`src/rtc_defs.svh`:
```
`ifndef RTC_DEFS_SVH
`define RTC_DEFS_SVH
// Functional notes
// - Wrap event enable high requests an interrupt when the count wraps to zero.
// - Match flag, event bit 1, sets when the count equals the match value.
// - Wrap flag, event bit 0, sets when the count reaches the limit and wraps.
// - Writing one to an event flag clears it; writing zero leaves it.
// - One shared 8-bit staging byte serves every 16-bit register.
// - Run-while-halted low freezes the counter during CPU debug halt.
// - Source select picks full rate, slow rate, crystal pin or external pin.
// - Count is 16 bits, resets to zero, low byte first.
// - Count writes apply after two slow clock cycles.
// - Limit resets to all ones and applies after two slow cycles, counting or stopped.
// - Match value is 16-bit read/write, resets to zero, low byte first.
// - Tick interval field 6:3 gives 4 to 32768 slow cycles; zero none.
// - Tick setup bit 0 enables the periodic tick timer.
// - Tick status bit 0 reads one while tick setup is still synchronizing.
// - Match event enable bit 1 requests an interrupt on each match.
// - Tick flag sets on each periodic tick and clears on a written one.
// - Prescaler field divides the slow clock by two to its power.
// - Counter enable bit starts the counter; zero keeps it stopped.

// ----------------------------------------
// Register map
// ----------------------------------------
`define RTC_AW            5
`define RTC_A_CTRL        5'h00
`define RTC_A_STAT        5'h01
`define RTC_A_IEN         5'h02
`define RTC_A_FLAGS       5'h03
`define RTC_A_STAGE       5'h04
`define RTC_A_HALT        5'h05
`define RTC_A_SRC         5'h07
`define RTC_A_COUNT_L     5'h08
`define RTC_A_COUNT_H     5'h09
`define RTC_A_LIMIT_L     5'h0A
`define RTC_A_LIMIT_H     5'h0B
`define RTC_A_MATCH_L     5'h0C
`define RTC_A_MATCH_H     5'h0D
`define RTC_A_TSET        5'h10
`define RTC_A_TSTAT       5'h11
`define RTC_A_TIEN        5'h12
`define RTC_A_TFLAG       5'h13

// ----------------------------------------
// Field positions
// ----------------------------------------
`define RTC_BIT_WRAP      0
`define RTC_BIT_MATCH     1
`define RTC_BIT_ENABLE    0
`define RTC_BIT_CBUSY     1
`define RTC_BIT_LBUSY     2
`define RTC_BIT_TBUSY     0
`define RTC_BIT_TICK      0
`define RTC_BIT_HRUN      0
`define RTC_FLD_LO        3
`define RTC_FLD_HI        6

// ----------------------------------------
// Reset values and codes
// ----------------------------------------
`define RTC_RST_COUNT     16'h0000
`define RTC_RST_LIMIT     16'hFFFF
`define RTC_RST_MATCH     16'h0000
`define RTC_SRC_FULL      2'h0
`define RTC_SRC_SLOW      2'h1
`define RTC_SRC_XTAL      2'h2
`define RTC_SRC_EXT       2'h3
`define RTC_ULP_DIV_LAST  5'h1F
`define RTC_IVAL_OFF      4'h0
`define RTC_IVAL_RSV      4'hF
`endif

```
`src/rtc_top_end.sv`:
```
`timescale 1ns/1ps

```
`src/rtc_pkg.sv`:
```
`include "rtc_defs.svh"
package rtc_pkg;
  // ----------------------------------------
  // Types
  // ----------------------------------------
  typedef enum logic [1:0] {
    SY_IDLE  = 2'h0,
    SY_WAIT1 = 2'h1,
    SY_WAIT2 = 2'h3
  } rtc_sync_t;

  typedef struct packed {
    logic                wr;
    logic                rd;
    logic [`RTC_AW-1:0]  addr;
    logic [7:0]          wdata;
  } rtc_bus_t;

  typedef struct packed {
    logic [2:0] s1;
    logic [2:0] s2;
    logic [2:0] s3;
    logic [4:0] div;
    logic       en;
  } rtc_src_t;

  typedef struct packed {
    logic [14:0] div;
    logic        pre_en;
    logic        tick;
  } rtc_psc_t;

  typedef struct packed {
    logic        counter_enable;
    logic [3:0]  prescale;
    logic [1:0]  event_en;
    logic [1:0]  flags;
    logic [7:0]  stage;
    logic        run_while_halted;
    logic [1:0]  source;
    logic [15:0] count;
    logic [15:0] limit;
    logic [15:0] match;
    logic        tick_enable;
    logic [3:0]  tick_ival;
    logic        tick_ien;
    logic        tick_flag;
    rtc_sync_t   cnt_sy;
    rtc_sync_t   lim_sy;
    rtc_sync_t   tset_sy;
    logic [15:0] cnt_shadow;
    logic [15:0] lim_shadow;
    logic [4:0]  tset_shadow;
    logic [7:0]  rdata;
  } rtc_core_t;

  // ----------------------------------------
  // Helpers
  // ----------------------------------------
  // Advance one write synchronizer by a slow clock edge
  function automatic rtc_sync_t rtc_sync_step(input rtc_sync_t st, input logic wr,
                                              input logic slow);
    rtc_sync_t n;
    n = st;
    unique case (st)
      SY_IDLE:  n = wr ? SY_WAIT1 : SY_IDLE;
      SY_WAIT1: n = wr ? SY_WAIT1 : (slow ? SY_WAIT2 : SY_WAIT1);
      SY_WAIT2: n = wr ? SY_WAIT1 : (slow ? SY_IDLE : SY_WAIT2);
      default:  n = SY_IDLE;
    endcase
    return n;
  endfunction

  // Mask of the n low bits of the slow divider
  function automatic logic [14:0] rtc_low_mask(input logic [3:0] n);
    logic [15:0] m;
    m = (16'h0001 << n) - 16'h0001;
    return m[14:0];
  endfunction
endpackage

```
`src/rtc_src_sel.sv`:
```
`timescale 1ns/1ps
`include "rtc_defs.svh"
module rtc_src_sel (
  // Clock and reset
  input  wire logic        i_clk,
  input  wire logic        i_rstn,
  // Source pins, asynchronous
  input  wire logic        i_ulp_clk,
  input  wire logic        i_crystal_pin,
  input  wire logic        i_ext_pin,
  // Selection and slow enable
  input  wire logic [1:0]  i_source,
  output logic             o_slow_en
);
  import rtc_pkg::*;

  rtc_src_t   st;
  rtc_src_t   nx;
  logic [2:0] rise;

  // Rising edges seen after the two-stage synchronizers
  assign rise = st.s2 & ~st.s3;

  // Synchronize pins, derive slow rate, pick the source
  always_comb begin
    nx = st;
    nx.s1 = {i_ext_pin, i_crystal_pin, i_ulp_clk};
    nx.s2 = st.s1;
    nx.s3 = st.s2;
    if (rise[0]) begin
      nx.div = 5'(st.div + 5'h01);
    end
    unique case (i_source)
      `RTC_SRC_FULL: nx.en = rise[0];
      `RTC_SRC_SLOW: nx.en = rise[0] && (st.div == `RTC_ULP_DIV_LAST);
      `RTC_SRC_XTAL: nx.en = rise[1];
      `RTC_SRC_EXT:  nx.en = rise[2];
    endcase
    if (!i_rstn) begin
      nx = '0;
    end
  end

  // State register
  always_ff @(posedge i_clk) begin
    st <= nx;
  end

  assign o_slow_en = st.en;
endmodule // rtc_src_sel

```
`src/rtc_prescale.sv`:
```
`timescale 1ns/1ps
`include "rtc_defs.svh"
module rtc_prescale (
  // Clock and reset
  input  wire logic        i_clk,
  input  wire logic        i_rstn,
  // Slow enable, already frozen in halt
  input  wire logic        i_slow_en,
  // Settings
  input  wire logic [3:0]  i_prescale,
  input  wire logic        i_tick_enable,
  input  wire logic [3:0]  i_tick_ival,
  // Enables out
  output logic             o_pre_en,
  output logic             o_tick
);
  import rtc_pkg::*;

  rtc_psc_t    st;
  rtc_psc_t    nx;
  logic [14:0] pmask;
  logic [14:0] tmask;

  // Divider taps for the prescaler and the tick interval
  assign pmask = rtc_low_mask(i_prescale);
  assign tmask = rtc_low_mask(4'(i_tick_ival + 4'h1));

  // Shared slow divider with two taps
  always_comb begin
    nx = st;
    nx.pre_en = 1'b0;
    nx.tick = 1'b0;
    if (i_slow_en) begin
      nx.div = 15'(st.div + 15'h0001);
      nx.pre_en = ((st.div & pmask) == pmask);
      nx.tick = i_tick_enable
                && (i_tick_ival != `RTC_IVAL_OFF)
                && (i_tick_ival != `RTC_IVAL_RSV)
                && ((st.div & tmask) == tmask);
    end
    if (!i_rstn) begin
      nx = '0;
    end
  end

  // State register
  always_ff @(posedge i_clk) begin
    st <= nx;
  end

  assign o_pre_en = st.pre_en;
  assign o_tick = st.tick;
endmodule // rtc_prescale

```
`src/rtc_counter_top.sv`:
```
// Design decision made here: the plain strobed port.
`timescale 1ns/1ps
`include "rtc_defs.svh"
module rtc_counter_top (
  // Clock and reset
  input  wire logic               i_clk,
  input  wire logic               i_rstn,
  // Register port
  input  wire rtc_pkg::rtc_bus_t  i_bus,
  output logic [7:0]              o_rdata,
  // Debug halt from the CPU
  input  wire logic               i_cpu_halted,
  // Slow clock source pins
  input  wire logic               i_ulp_clk,
  input  wire logic               i_crystal_pin,
  input  wire logic               i_ext_pin,
  // Interrupt requests
  output logic                    o_wrap_irq,
  output logic                    o_match_irq,
  output logic                    o_tick_irq
);
  import rtc_pkg::*;

  // ----------------------------------------
  // Declarations
  // ----------------------------------------
  rtc_core_t   st;
  rtc_core_t   nx;
  logic        slow_en;
  logic        pre_en;
  logic        tick_ev;
  logic        freeze;
  logic        step;
  logic        wrap_set;
  logic        match_hit;
  logic [15:0] count_step;
  logic        cnt_wr;
  logic        lim_wr;
  logic        tset_wr;
  logic        cnt_apply;
  logic        lim_apply;
  logic        tset_apply;
  logic        wr_flags;
  logic        wr_tflag;

  // ----------------------------------------
  // Slow clock and dividers
  // ----------------------------------------
  rtc_src_sel u_src (
    .i_clk         (i_clk),
    .i_rstn        (i_rstn),
    .i_ulp_clk     (i_ulp_clk),
    .i_crystal_pin (i_crystal_pin),
    .i_ext_pin     (i_ext_pin),
    .i_source      (st.source),
    .o_slow_en     (slow_en)
  );

  rtc_prescale u_psc (
    .i_clk         (i_clk),
    .i_rstn        (i_rstn),
    .i_slow_en     (slow_en && !freeze),
    .i_prescale    (st.prescale),
    .i_tick_enable (st.tick_enable),
    .i_tick_ival   (st.tick_ival),
    .o_pre_en      (pre_en),
    .o_tick        (tick_ev)
  );

  // ----------------------------------------
  // Strobes and counting terms
  // ----------------------------------------
  // Debug halt freezes the prescale and tick divider and counting unless run-while-halted is set; synchronized writes still land
  assign freeze = i_cpu_halted && !st.run_while_halted;

  // Committing writes to synchronized registers and to the flag registers
  assign cnt_wr   = i_bus.wr && (i_bus.addr == `RTC_A_COUNT_H);
  assign lim_wr   = i_bus.wr && (i_bus.addr == `RTC_A_LIMIT_H);
  assign tset_wr  = i_bus.wr && (i_bus.addr == `RTC_A_TSET);
  assign wr_flags = i_bus.wr && (i_bus.addr == `RTC_A_FLAGS);
  assign wr_tflag = i_bus.wr && (i_bus.addr == `RTC_A_TFLAG);

  // A value lands on the second slow edge after its write
  assign cnt_apply  = (st.cnt_sy == SY_WAIT2) && slow_en && !cnt_wr;
  assign lim_apply  = (st.lim_sy == SY_WAIT2) && slow_en && !lim_wr;
  assign tset_apply = (st.tset_sy == SY_WAIT2) && slow_en && !tset_wr;

  // Counter step, wrap and match detection
  assign step       = pre_en && st.counter_enable && !freeze && !cnt_apply;
  assign wrap_set   = step && (st.count == st.limit);
  assign count_step = wrap_set ? `RTC_RST_COUNT : 16'(st.count + 16'h0001);
  assign match_hit  = step && (count_step == st.match);

  // ----------------------------------------
  // Next state
  // ----------------------------------------
  always_comb begin
    nx = st;
    nx.rdata = 8'h00;

    // Register reads, data stand for one cycle
    if (i_bus.rd) begin
      unique case (i_bus.addr)
        `RTC_A_CTRL:    nx.rdata = {1'h0, st.prescale, 2'h0, st.counter_enable};
        `RTC_A_STAT:    nx.rdata = {5'h00, st.lim_sy != SY_IDLE,
                                    st.cnt_sy != SY_IDLE, 1'h0};
        `RTC_A_IEN:     nx.rdata = {6'h00, st.event_en};
        `RTC_A_FLAGS:   nx.rdata = {6'h00, st.flags};
        `RTC_A_STAGE:   nx.rdata = st.stage;
        `RTC_A_HALT:    nx.rdata = {7'h00, st.run_while_halted};
        `RTC_A_SRC:     nx.rdata = {6'h00, st.source};
        `RTC_A_COUNT_L: begin
          nx.rdata = st.count[7:0];
          nx.stage = st.count[15:8];
        end
        `RTC_A_LIMIT_L: begin
          nx.rdata = st.limit[7:0];
          nx.stage = st.limit[15:8];
        end
        `RTC_A_MATCH_L: begin
          nx.rdata = st.match[7:0];
          nx.stage = st.match[15:8];
        end
        `RTC_A_COUNT_H,
        `RTC_A_LIMIT_H,
        `RTC_A_MATCH_H: nx.rdata = st.stage;
        `RTC_A_TSET:    nx.rdata = {1'h0, st.tick_ival, 2'h0, st.tick_enable};
        `RTC_A_TSTAT:   nx.rdata = {7'h00, st.tset_sy != SY_IDLE};
        `RTC_A_TIEN:    nx.rdata = {7'h00, st.tick_ien};
        `RTC_A_TFLAG:   nx.rdata = {7'h00, st.tick_flag};
        default:        nx.rdata = 8'h00;
      endcase
    end

    // Register writes; low bytes park in the staging byte
    if (i_bus.wr) begin
      unique case (i_bus.addr)
        `RTC_A_CTRL: begin
          nx.counter_enable = i_bus.wdata[`RTC_BIT_ENABLE];
          nx.prescale = i_bus.wdata[`RTC_FLD_HI:`RTC_FLD_LO];
        end
        `RTC_A_IEN:     nx.event_en = i_bus.wdata[`RTC_BIT_MATCH:`RTC_BIT_WRAP];
        `RTC_A_HALT:    nx.run_while_halted = i_bus.wdata[`RTC_BIT_HRUN];
        `RTC_A_SRC:     nx.source = i_bus.wdata[1:0];
        `RTC_A_STAGE,
        `RTC_A_COUNT_L,
        `RTC_A_LIMIT_L,
        `RTC_A_MATCH_L: nx.stage = i_bus.wdata;
        `RTC_A_COUNT_H: nx.cnt_shadow = {i_bus.wdata, st.stage};
        `RTC_A_LIMIT_H: nx.lim_shadow = {i_bus.wdata, st.stage};
        `RTC_A_MATCH_H: nx.match = {i_bus.wdata, st.stage};
        `RTC_A_TSET:    nx.tset_shadow = {i_bus.wdata[`RTC_FLD_HI:`RTC_FLD_LO],
                                          i_bus.wdata[`RTC_BIT_TICK]};
        `RTC_A_TIEN:    nx.tick_ien = i_bus.wdata[`RTC_BIT_TICK];
        default: begin
        end
      endcase
    end

    // Write synchronizers toward the slow domain
    nx.cnt_sy  = rtc_sync_step(st.cnt_sy, cnt_wr, slow_en);
    nx.lim_sy  = rtc_sync_step(st.lim_sy, lim_wr, slow_en);
    nx.tset_sy = rtc_sync_step(st.tset_sy, tset_wr, slow_en);
    if (lim_apply) begin
      nx.limit = st.lim_shadow;
    end
    if (tset_apply) begin
      nx.tick_ival = st.tset_shadow[4:1];
      nx.tick_enable = st.tset_shadow[0];
    end

    // Counter: a landing write beats a step
    if (cnt_apply) begin
      nx.count = st.cnt_shadow;
    end else if (step) begin
      nx.count = count_step;
    end

    // Event flags: write one clears, a new event wins
    nx.flags = st.flags & ~(wr_flags ? i_bus.wdata[1:0] : 2'h0);
    if (wrap_set) begin
      nx.flags[`RTC_BIT_WRAP] = 1'b1;
    end
    if (match_hit) begin
      nx.flags[`RTC_BIT_MATCH] = 1'b1;
    end
    nx.tick_flag = (st.tick_flag && !(wr_tflag && i_bus.wdata[`RTC_BIT_TICK]))
                   || tick_ev;

    // Synchronous reset values
    if (!i_rstn) begin
      nx = '0;
      nx.count = `RTC_RST_COUNT;
      nx.limit = `RTC_RST_LIMIT;
      nx.match = `RTC_RST_MATCH;
      nx.lim_shadow = `RTC_RST_LIMIT;
      nx.cnt_sy = SY_IDLE;
      nx.lim_sy = SY_IDLE;
      nx.tset_sy = SY_IDLE;
    end
  end

  // State register
  always_ff @(posedge i_clk) begin
    st <= nx;
  end

  // ----------------------------------------
  // Outputs
  // ----------------------------------------
  assign o_rdata     = st.rdata;
  assign o_wrap_irq  = st.flags[`RTC_BIT_WRAP] && st.event_en[`RTC_BIT_WRAP];
  assign o_match_irq = st.flags[`RTC_BIT_MATCH] && st.event_en[`RTC_BIT_MATCH];
  assign o_tick_irq  = st.tick_flag && st.tick_ien;
endmodule // rtc_counter_top

```
`config.mk`:
```
export PLATFORM = sky130hd
export DESIGN_NAME = rtc_counter_top
export DESIGN_NICKNAME = d
export VERILOG_FILES = /design/src/rtc_top_end.sv /design/src/rtc_pkg.sv /design/src/rtc_src_sel.sv /design/src/rtc_prescale.sv /design/src/rtc_counter_top.sv
export VERILOG_INCLUDE_DIRS = /design/src
export SDC_FILE = /design/constraint.sdc
export NUM_CORES = 1
export LEC_CHECK = 0
export BUFFER_PORTS_ARGS = -buffer_cell sky130_fd_sc_hd__buf_4
export CAP_MARGIN = 5
export CORE_MARGIN = 2
export CORE_UTILIZATION = 42
export CTS_CLUSTER_SIZE = 14
export DETAILED_ROUTE_END_ITERATION = 8
export GPL_TIMING_DRIVEN = 0
export SYNTH_ARGS = -nofsm -noshare
export SYNTH_HDL_FRONTEND = slang
export SYNTH_HIERARCHICAL = 1
export SYNTH_SLANG_ARGS = --single-unit
export TNS_END_PERCENT = 30
```
`constraint.sdc`:
```
create_clock -name i_clk -period 3.4 [get_ports i_clk]
set_clock_uncertainty 0.1 [all_clocks]
set_input_delay 0.17 -clock i_clk [delete_from_list [all_inputs] [get_ports i_clk]]
set_output_delay 0.17 -clock i_clk [all_outputs]
set_load 0.03 [all_outputs]
```
After elaboration in Yosys (flattened, before gate mapping)
Cells that the tools add are included.
{ "word_totals": {"output_inout_bits": 11, "regBits": 158, "latch_bits": 0, "ram_bits": 0, "rom_bits": 0, "memories": 0} }
{ "op_classes": {"n_lt_le_gt_ge": 0, "reduce_logical": 58, "div_mod_pow": 0, "n_addsub": 6, "eq_ne": 31, "n_shift": 2, "n_mux": 28, "multipliers": 0, "bitwise": 6} }
{ "op_table": {"columns": ["op", "count"], "rows": [
  ["$pmux 8 s14", 1],
  ["$mux 16", 3],
  ["$eq 16x16->1", 2],
  ["$and 15x15->15", 2],
  ["$eq 15x15->1", 2],
  ["$eq 5x4->1 const B", 6],
  ["$shl 1x4->15 const A", 2],
  ["$sub 15x1->15 const B", 2],
  ["$logic_and 1x1->1", 27],
  ["$eq 5x5->1 const B", 5],
  ["$pmux 8 s3", 1],
  ["$reduce_and 2->1", 11],
  ["$mux 2", 10],
  ["$pmux 2 s3", 3],
  ["$add 16x1->16 const B", 1],
  ["$mux 8", 2],
  ["$add 15x1->15 const B", 1],
  ["$eq 5x3->1 const B", 3],
  ["$mux 11", 1],
  ["$eq 2x2->1 const B", 5],
  ["$eq 5x2->1 const B", 2],
  ["$eq 2x1->1 const B", 4],
  ["$logic_not 2->1", 4],
  ["$reduce_bool 2->1", 4],
  ["15 further kinds", 27]
]} }

Longest topological paths before layout
Gate-level depths: netlist of the first run.
{ "depth": {"depth_word": 11, "depth_mapped": 10} }

By module
The synthesis of the first run kept the hierarchy.
{ "by_module_without_submodules": {"columns": ["mod", "cells_each", "seq_area_each_um2", "n_inst", "area_per_inst_um2"], "rows": [
  ["rtc_counter_top", 792, 2522.4, 1, 6407.4],
  ["rtc_prescale", 180, 340.3, 1, 1428.9],
  ["rtc_src_sel", 49, 300.3, 1, 544.3]
]} }

Worst setup path after synthesis of the first run
Ideal clock, no wire load.
{ "synth_path": {"kind": "reg2reg", "start": "register st[54] (netlist name)", "end": "register u_psc.st, in the netlist u_psc/o_tick", "required_ns": 3.176, "arrival_time_ns": 2.114, "path_stages_with_launch": 10, "path_slack_ns": 1.062, "setup_ns": 0.124, "period_less_slack_ns": 2.338, "path_buffers": 2, "cell_sequence": "dfxtp_1 > buf_6 > or4_4 > ha_1 > clkbuf_2 > or3b_1 > o311ai_1 > a22oi_1 > o211ai_1 > nor4_1"} }
{ "synth_rtl": {"columns": ["element", "line_no", "source"], "rows": [
  ["to (signal assigned)", "rtc_prescale.sv:48", "st <= nx;"],
  ["to (decl)", "rtc_prescale.sv:19", "rtc_psc_t st;"]
]} }

==> run summary, run 1 <==
clock sinks - 158
chip width - 145.3 µm
kind of end point of the critical path - flip-flop
Worst setup SP type - flip-flop
Reg-to-Reg Start - st[100]
Yosys top cell by area - dfxtp_1
CTS tree - built
hpwl dp - 18810 µm
WP data required - 3.62 ns
GPL Wtd Cong - 0.9439
slew margin rel. - 0.1742
setup TNS - 0 ns
Worst Hold Launch - i_bus[0]
#FFs+latches synth - 158
Final Max Slew Viols - 0
number of synthesized flops with an enable pin - 0
port bufs - 30
DR iter-0 viols - 737
GRT Util Overall - 0.2417
post_cts resized - 0
placed cell area - 8937 µm²
share of cells above drive strength 1 - 0.1152
Post-Syn Area - 8381 µm²
Clock Pin Slew Worst Setup and Hold Paths - 0.07 ns
CTS Buffer Depth - 2
peak supply drop - 0.3439 mV
vias in the first global route - 7058
PD cells - 414.7 nW/µm²
final instance area - 9620 µm²
Worst path max stage delay - 0.40 ns
Fmax achieved - 335.3 MHz
Crit-path slowest cell - clkbuf_1
Layout area overhead - 14.80%
min cycle time layout - 2.982 ns
largest net degree at the start of global routing - 17
crit path DAT - 3.21 ns
I/O Pins - 32
slew at the pin with the worst max-slew slack - 1.227 ns
Yosys top cell area share - 0.3774
nets@finish - 1108
Syn Inst Count - 1021
Die Span Y - 145.3 µm
drt pass-1 iters - 5
post-CTS setup buffers - 0
Final ANT Viol Nets - 0
WP buf/inv - 2
TritonCTS Buffers - 17
Primary FF master, synth - dfxtp_1
Yosys warnings - 6
most frequent cell after synthesis - nand2_1
Tightest Hold Check Type - in2reg
unrepaired setup endpoints after global routing - no
final wirelength - 25620 µm
most frequent cells after synthesis - 175 x nand2_1, 158 x dfxtp_1, 87 x nor2_1, 53 x mux2i_1, 52 x nand3_1
Syn Area/Cell - 8.208 µm²
Initial Utilization - 0.4292
Root Buffer - clkbuf_16
Synth area leaders - dfxtp_1 38%, nand2_1 7.8%, mux2i_1 6.3%, nor2_1 3.9%, nand3_1 3.1%
grt ovf - 0
register area share after synthesis - 0.3774
MaxCap Viol Count - 0
worst setup path category - reg2reg
row count - 51
Max Fanout on Critical Path - 7
Die ar. - 21100 µm²
Vias/cell - 5.750
status - finished clean
CTS Hold Bufs - 11
# H-tree levels - 4
Hold Fails Final Rpt - 0
Lkg Pwr - 3.776 nW
CP Cell Sequence - clkbuf_1 -> xor2_1 -> nor4_2 -> nand4_2 -> or2_2 -> clkbuf_1 -> a211oi_1 -> o32ai_1 -> o31ai_1
DRC - 0
Cell variety after synth - 79
via count - 7814
Net Count, Synth - 1048
Core ar. - 19530 µm²
initial antenna violation count - 0
ratio of final minimum period to clock period - 0.8772
final setup fails - 0
global-route wire length before repair - 40150 µm
Crit path top cell by count - clkbuf_1
ANT cells - 0
FFs w/ async S/R, synth - 0
Crit path max-delay family - simple AND/OR/NAND/NOR gates
Worst Setup SP - st[100]
post-DR wirelength/cell - 18.85 µm
clk_lat worst skew - 0.44 ns
[path summary, 6_finish.rpt]
path	endpoint	slack, ns	cells past startpoint
max reg2reg	st[118]	0.42	9
max	st[118]	0.42	9
min	st[117]	0.03	4
min reg2reg	u_src/st[9]	0.34	1
[state kept, by name, summed over array words and instances, names as in the netlist]
register and count:
u_src/o_slow_en 1, u_src/st 14, u_psc/st 15, u_psc/o_pre_en 1
o_rdata 8, st 118, u_psc/o_tick 1
[layout make-up]
| type | instances | area [µm²] |
|---|---|---|
| flip-flops and latches | 158 | 3163 |
| fillers | 1962 | 9906 |
| repair buffers | 41 | 335.3 |
| plain buffers | 85 | 494.2 |
| clock inverters | 13 | 130.1 |
| clock buffers | 19 | 442.9 |
| inverters | 18 | 67.56 |
| multi-input cells | 760 | 4656 |
| well taps | 265 | 331.6 |
[layer usage]
layer  GRT usage  part of all wire  vias to the layer above
met3     0.04277             0.076                       49
met2      0.3595              0.43                      350
met5           0                 0                        -
met4     0.09951             0.032                        0
li1            -                 -                     3736
met1      0.3447              0.46                     3679
[logic make-up (layout without fill, tap and decap cells)]
family | count (synthesis) | in the layout | share of synthesized area
fa+ha+maj | 6 | 6 | 0.008958
flops | 158 | 158 | 0.3774
buf+inv | 103 | 176 | 0.06704
simple gates | 462 | 462 | 0.2738
mux | 56 | 56 | 0.06733
compound gates | 183 | 183 | 0.1483
xor+xnor | 53 | 53 | 0.05718
[cell usage in the layout (no fill, tap or decap), types with 29 or more instances in the layout]
cell type	synthesis	routed
a21oi_1	42	42
clkbuf_1	46	47
o21ai_0	43	43
nand2_1	175	175
xor2_1	29	29
nand3_1	52	52
dfxtp_1	158	158
mux2i_1	53	53
buf_4	12	42
nor2_1	87	87
[stage by stage]
stage	hold WS, ns	instances	util	setup WS (ns)	power [mW]
finish	0.03164	1359	0.4927	0.4175	3.989
global route	0.09503	1359	0.4927	0.2897	4.108
CTS	0.02816	1359	0.4927	0.4916	4.015
detailed placement	0.2826	1316	0.4577	0.4923	2.127
global placement	0.2795	1316	0.4577	0.5638	2.127
floorplan	0.1917	1021	-	1.062	2.041
[report_power, final]
group	internal, mW	switching (mW)	total [mW]	leakage [nW]
logic	0.0795	0.138	0.217	2.23
registers	1.87	0.0150	1.88	1.28
clock network	1.04	0.849	1.89	0.272
total	2.99	1.00	3.99	3.78
[worst reg2reg max path: stages (launching register included)]
cell and delay, ns:
dfxtp_1 0.31, clkbuf_1 0.40, xor2_1 0.16, nor4_2 0.33, nand4_2 0.24, or2_2 0.33
clkbuf_1 0.25, a211oi_1 0.28, o32ai_1 0.13, o31ai_1 0.34
Note: power is estimated with default switching activity, not from simulation.
==> inputs of run 2 (changes only) <==
--- a/config.mk
+++ b/config.mk
@@ -10,6 +10,7 @@
 export CAP_MARGIN = 5
 export CORE_MARGIN = 2
 export CORE_UTILIZATION = 42
+export CTS_BUF_LIST = sky130_fd_sc_hd__clkbuf_8
 export CTS_CLUSTER_SIZE = 14
 export DETAILED_ROUTE_END_ITERATION = 8
 export GPL_TIMING_DRIVEN = 0
==> run 2 against run 1 <==
Compared with the run above:
- first-iteration DRC count grew 1.4%
- sequential power is essentially flat
- setup slack gained 0.035 ns
- clock power fell by 26%
- total power down 13%
- die area is the same
- cell count about the same
- flip-flop and latch count stayed put
- sequential share of layout area rose by 0.63 points
- clock-buffer cell count decreased by 1
==> run summary, run 2 (same netlist as run 1, synthesis figures left out) <==
status - finished clean (unchanged)
largest net degree at the start of global routing - 17 (unchanged)
Initial Utilization - 0.4292 (unchanged)
global-route wire length before repair - 40070 µm (was 40150 µm)
placed cell area - 8937 µm² (unchanged)
Hold Fails Final Rpt - 0 (unchanged)
I/O Pins - 32 (unchanged)
ratio of final minimum period to clock period - 0.8670 (was 0.8772)
kind of end point of the critical path - flip-flop (unchanged)
peak supply drop - 0.2516 mV (was 0.3439 mV)
chip width - 145.3 µm (unchanged)
crit path DAT - 3.20 ns (was 3.21 ns)
clk_lat worst skew - 0.47 ns (was 0.44 ns)
slew margin rel. - 0.1710 (was 0.1742)
GPL Wtd Cong - 0.9439 (unchanged)
setup TNS - 0 ns (unchanged)
Root Buffer - clkbuf_8 (was clkbuf_16)
Largest register FFs - 118 (unchanged)
Vias/cell - 5.687 (was 5.750)
PD cells - 369.8 nW/µm² (was 414.7 nW/µm²)
DR iter-0 viols - 747 (was 737)
drt pass-1 iters - 7 (was 5)
port bufs - 30 (unchanged)
CTS Buffer Depth - 2 (unchanged)
Core ar. - 19530 µm² (unchanged)
final wirelength - 25530 µm (was 25620 µm)
final setup fails - 0 (unchanged)
clock sinks - 158 (unchanged)
Die ar. - 21100 µm² (unchanged)
Clock Pin Slew Worst Setup and Hold Paths - 0.09 ns (was 0.07 ns)
share of cells above drive strength 1 - 0.1151 (was 0.1152)
Die Span Y - 145.3 µm (unchanged)
vias in the first global route - 7033 (was 7058)
via count - 7734 (was 7814)
GRT Util Overall - 0.2408 (was 0.2417)
final instance area - 9439 µm² (was 9620 µm²)
CTS Hold Bufs - 12 (was 11)
TritonCTS Buffers - 17 (unchanged)
Final Max Slew Viols - 0 (unchanged)
row count - 51 (unchanged)
nets@finish - 1109 (was 1108)
post_cts resized - 0 (unchanged)
Most flops, register - st (unchanged)
WP data required - 3.65 ns (was 3.62 ns)
MaxCap Viol Count - 0 (unchanged)
WP buf/inv - 2 (unchanged)
worst setup path category - reg2reg (unchanged)
Crit path max-delay family - simple AND/OR/NAND/NOR gates (unchanged)
FILL cells - 1991 (was 1962)
CP Cell Sequence - clkbuf_1 -> xor2_1 -> nor4_2 -> nand4_2 -> or2_2 -> clkbuf_1 -> a211oi_1 -> o32ai_1 -> o31ai_1 (unchanged)
Crit-path slowest cell - clkbuf_1 (unchanged)
Largest regs - st: 118 flops, u_psc/st: 15 flops, u_src/st: 14 flops (unchanged)
Worst setup SP type - flip-flop (unchanged)
ANT cells - 0 (unchanged)
Final ANT Viol Nets - 0 (unchanged)
unrepaired setup endpoints after global routing - no (unchanged)
commonest non-fill, non-tap cell in the layout - nand2_1 (unchanged)
post-CTS setup buffers - 0 (unchanged)
# H-tree levels - 4 (unchanged)
min cycle time layout - 2.948 ns (was 2.982 ns)
Worst path max stage delay - 0.38 ns (was 0.40 ns)
Tightest Hold Check Type - in2reg (unchanged)
grt ovf - 0 (unchanged)
slew at the pin with the worst max-slew slack - 1.232 ns (was 1.227 ns)
Layout area overhead - 12.63% (was 14.80%)
hpwl dp - 18810 µm (unchanged)
Crit path top cell by count - clkbuf_1 (unchanged)
post-DR wirelength/cell - 18.78 µm (was 18.85 µm)
Fmax achieved - 339.2 MHz (was 335.3 MHz)
initial antenna violation count - 0 (unchanged)
Max Fanout on Critical Path - 7 (unchanged)
CTS tree - built (unchanged)
Lkg Pwr - 3.697 nW (was 3.776 nW)
commonest cells after routing, fill and taps aside - 175 x nand2_1, 158 x dfxtp_1, 87 x nor2_1, 53 x mux2i_1, 52 x nand3_1 (unchanged)
DRC - 0 (unchanged)
## run 2: worst paths after layout
path | start | endpoint | slack [ns] | depth (start not counted)
setup / recovery | st[100] | st[118] | 0.45 | 9
hold / removal | i_bus[14] | st[117] | 0.09 | 4
setup reg to reg | st[100] | st[118] | 0.45 | 9
hold reg to reg | u_src/st[13] | u_src/st[10] | 0.34 | 1
## run 2: through the flow
| step | setup WS, ns | utilization | power, mW | hold slack [ns] | cells |
|---|---|---|---|---|---|
| after detailed placement | 0.4923 | 0.4577 | 2.127 | 0.2826 | 1316 |
| final | 0.4521 | 0.4834 | 3.490 | 0.08643 | 1360 |
| after global routing | 0.2769 | 0.4834 | 3.608 | 0.1213 | 1360 |
| after global placement | 0.5638 | 0.4577 | 2.127 | 0.2795 | 1316 |
| after CTS | 0.4766 | 0.4834 | 3.521 | 0.06034 | 1360 |
| after floorplan | 1.062 | - | 2.041 | 0.1917 | 1021 |
## run 2: cell type report
cell class	instances	area, µm²	share of cell area
plain buffers	85	494.2	0.05236
clock buffers	18	247.7	0.02625
clock inverters	14	133.9	0.01418
inverters	18	67.56	0.007158
multi-input cells	760	4656	0.4932
flip-flops and latches	158	3163	0.3351
well taps	265	331.6	0.03513
repair buffers	42	345.3	0.03659
## run 2: report_power, final
part / switching (mW) / leakage, nW / internal, mW / total [mW]
combinational: 0.138 / 2.23 / 0.0803 / 0.218
sequential: 0.0150 / 1.28 / 1.87 / 1.88
clock: 0.782 / 0.189 / 0.609 / 1.39
total: 0.935 / 3.70 / 2.55 / 3.49
## run 2: worst register-to-register path: stages, from the launching register on
cell      delay (ns)
dfxtp_1         0.32
clkbuf_1        0.38
xor2_1          0.16
nor4_2          0.31
nand4_2         0.24
or2_2           0.33
clkbuf_1        0.23
a211oi_1        0.27
o32ai_1         0.13
o31ai_1         0.35
## run 2: per-layer routing
metal | up-vias | share of wire | GRT usage
met5 | - | 0 | 0
met1 | 3667 | 0.47 | 0.3449
met3 | 46 | 0.067 | 0.04277
li1 | 3729 | - | -
met4 | 0 | 0.029 | 0.09167
met2 | 292 | 0.43 | 0.3600
==> inputs of run 3 (changes only) <==
==> constraint.sdc (replaced) <==
create_clock -name i_clk -period 2.8 [get_ports i_clk]
set_clock_uncertainty 0.1 [all_clocks]
set_input_delay 0.14 -clock i_clk [delete_from_list [all_inputs] [get_ports i_clk]]
set_output_delay 0.14 -clock i_clk [all_outputs]
set_load 0.03 [all_outputs]
==> run 3 against run 2 <==
Compared with the run above:
- combinational power is 22% higher
- total power is 22% higher
- hold slack worse by 0.037 ns
- setup slack worse by 0.42 ns
- fmax is 6.5% higher
- wire length hardly changed
- global-route usage hardly changed
- cell count is 0.15% lower
- largest power group unchanged
==> run summary, run 3 (same netlist as run 1, synthesis figures left out) <==
initial antenna violation count - 0 (unchanged)
DRC - 0 (unchanged)
Die ar. - 21100 µm² (unchanged)
Initial Utilization - 0.4292 (unchanged)
Die Span Y - 145.3 µm (unchanged)
GRT Util Overall - 0.2408 (about the same)
Fmax achieved - 361.4 MHz (was 339.2 MHz)
Tightest Hold Check Type - in2reg (unchanged)
Final ANT Viol Nets - 0 (unchanged)
CTS Buffer Depth - 2 (unchanged)
status - finished clean (unchanged)
WP data required - 3.06 ns (was 3.65 ns)
# H-tree levels - 4 (unchanged)
Vias/cell - 5.709 (was 5.687)
row count - 51 (unchanged)
vias in the first global route - 7030 (was 7033)
Largest register FFs - 118 (unchanged)
placed insts - 1316 (unchanged)
Core ar. - 19530 µm² (unchanged)
post-DR wirelength/cell - 18.82 µm (was 18.78 µm)
Hold Fails Final Rpt - 0 (unchanged)
WHS - 0.04910 ns (was 0.08643 ns)
drt pass-1 iters - 5 (was 7)
share of cells above drive strength 1 - 0.1180 (was 0.1151)
CTS tree - built (unchanged)
commonest non-fill, non-tap cell in the layout - nand2_1 (unchanged)
Max Fanout on Critical Path - 10 (was 7)
ANT cells - 0 (unchanged)
PD cells - 449.3 nW/µm² (was 369.8 nW/µm²)
global-route wire length before repair - 40080 µm (was 40070 µm)
I/O Pins - 32 (unchanged)
Largest regs - st: 118 flops, u_psc/st: 15 flops, u_src/st: 14 flops (unchanged)
Most flops, register - st (unchanged)
worst setup path category - reg2reg (unchanged)
largest net degree at the start of global routing - 17 (unchanged)
setup ws final - 0.03261 ns (was 0.4521 ns)
setup TNS - 0 ns (unchanged)
total power - 4.241 mW (was 3.490 mW)
MaxCap Viol Count - 0 (unchanged)
kind of end point of the critical path - flip-flop (unchanged)
crit path DAT - 3.03 ns (was 3.20 ns)
hpwl dp - 18810 µm (unchanged)
grt ovf - 0 (unchanged)
GPL Wtd Cong - 0.9439 (unchanged)
clock sinks - 158 (unchanged)
slew at the pin with the worst max-slew slack - 1.256 ns (was 1.232 ns)
min cycle time layout - 2.767 ns (was 2.948 ns)
port bufs - 30 (unchanged)
nets@finish - 1107 (was 1109)
Clock Pin Slew Worst Setup and Hold Paths - 0.09 ns (about the same)
final wirelength - 25550 µm (was 25530 µm)
chip width - 145.3 µm (unchanged)
peak supply drop - 0.3081 mV (was 0.2516 mV)
Layout area overhead - 12.63% (unchanged)
clk_lat worst skew - 0.48 ns (was 0.47 ns)
Lkg Pwr - 3.696 nW (was 3.697 nW)
TritonCTS Buffers - 17 (unchanged)
commonest cells after routing, fill and taps aside - 175 x nand2_1, 156 x dfxtp_1, 87 x nor2_1, 53 x mux2i_1, 52 x nand3_1 (was 175 x nand2_1, 158 x dfxtp_1, 87 x nor2_1, 53 x mux2i_1, 52 x nand3_1)
ratio of final minimum period to clock period - 0.9884 (was 0.8670)
Root Buffer - clkbuf_8 (unchanged)
Setup WS pre-CTS - -0.1077 ns (was 0.4923 ns)
final setup fails - 0 (unchanged)
slew margin rel. - 0.1547 (was 0.1710)
Worst setup SP type - flip-flop (unchanged)
Final Max Slew Viols - 0 (unchanged)
Final Non-Filler Cells - 1358 (was 1360)
DR iter-0 viols - 751 (was 747)
unrepaired setup endpoints after global routing - yes (was no)
via count - 7753 (was 7734)
-- run 3: changes by cell type in the layout (fill, tap and decap cells not counted) --
cell,change
clkbuf_1,-2
dfxtp_1,-2
dfxtp_2,+2
o31ai_1,-1
o31ai_2,+1
-- run 3: final timing paths --
| kind | end | start | cells after the start | slack [ns] |
|---|---|---|---|---|
| max | st[118] | st[92] | 8 | 0.03 |
| min | st[117] | i_bus[14] | 4 | 0.05 |
| max reg2reg | st[118] | st[92] | 8 | 0.03 |
| min reg2reg | u_src/st[10] | u_src/st[13] | 1 | 0.34 |
-- run 3: worst max-delay path, cell delays in order, from the launching register on --
cell and delay (ns):
dfxtp_1 0.48, buf_6 0.20, nand4_4 0.14, or4_4 0.45
and3_4 0.19, nor3_2 0.14, nand4_1 0.10, or4_1 0.52
o31ai_1 0.33
-- run 3: repair_timing --
item | 4_1_cts | 5_1_grt
hold buffers | 12 | 0
buffers inserted | 0 | 0
endpoints found under the hold margin | 53 | 0
pin swaps | 3 | 0
gates resized for setup | 1 | 2
endpoints found under the setup margin | 1 | 2
-- run 3: power breakdown --
group / internal [mW] / leakage, nW / switching (mW)
registers: 2.27 / 1.28 / 0.0180
clock network: 0.739 / 0.189 / 0.953
logic: 0.0976 / 2.23 / 0.168
-- run 3: stage by stage --
stage	utilization	area, µm²
3_3_place_gp	0.4577	8937
5_1_grt	0.4834	9439
2_1_floorplan	-	8381
6_report	0.4834	9439
4_1_cts	0.4831	9433
3_5_place_dp	0.4577	8937
-- run 3: final cells by class --
type / instances / area [µm²]
Tap cell: 265 / 331.6
Multi-Input combinational cell: 760 / 4661
Inverter: 18 / 67.56
Timing Repair Buffer: 42 / 345.3
Clock inverter: 14 / 133.9
Buffer: 83 / 486.7
Clock buffer: 18 / 247.7
Sequential cell: 158 / 3166
Fill cell: 1990 / 10090
-- run 3: per-layer routing --
metal,part of all wire,vias up,track usage
li1,-,3715,-
met1,0.46,3655,0.3451
met2,0.43,330,0.3597
met3,0.080,53,0.04403
met4,0.031,0,0.09020
met5,0,-,0
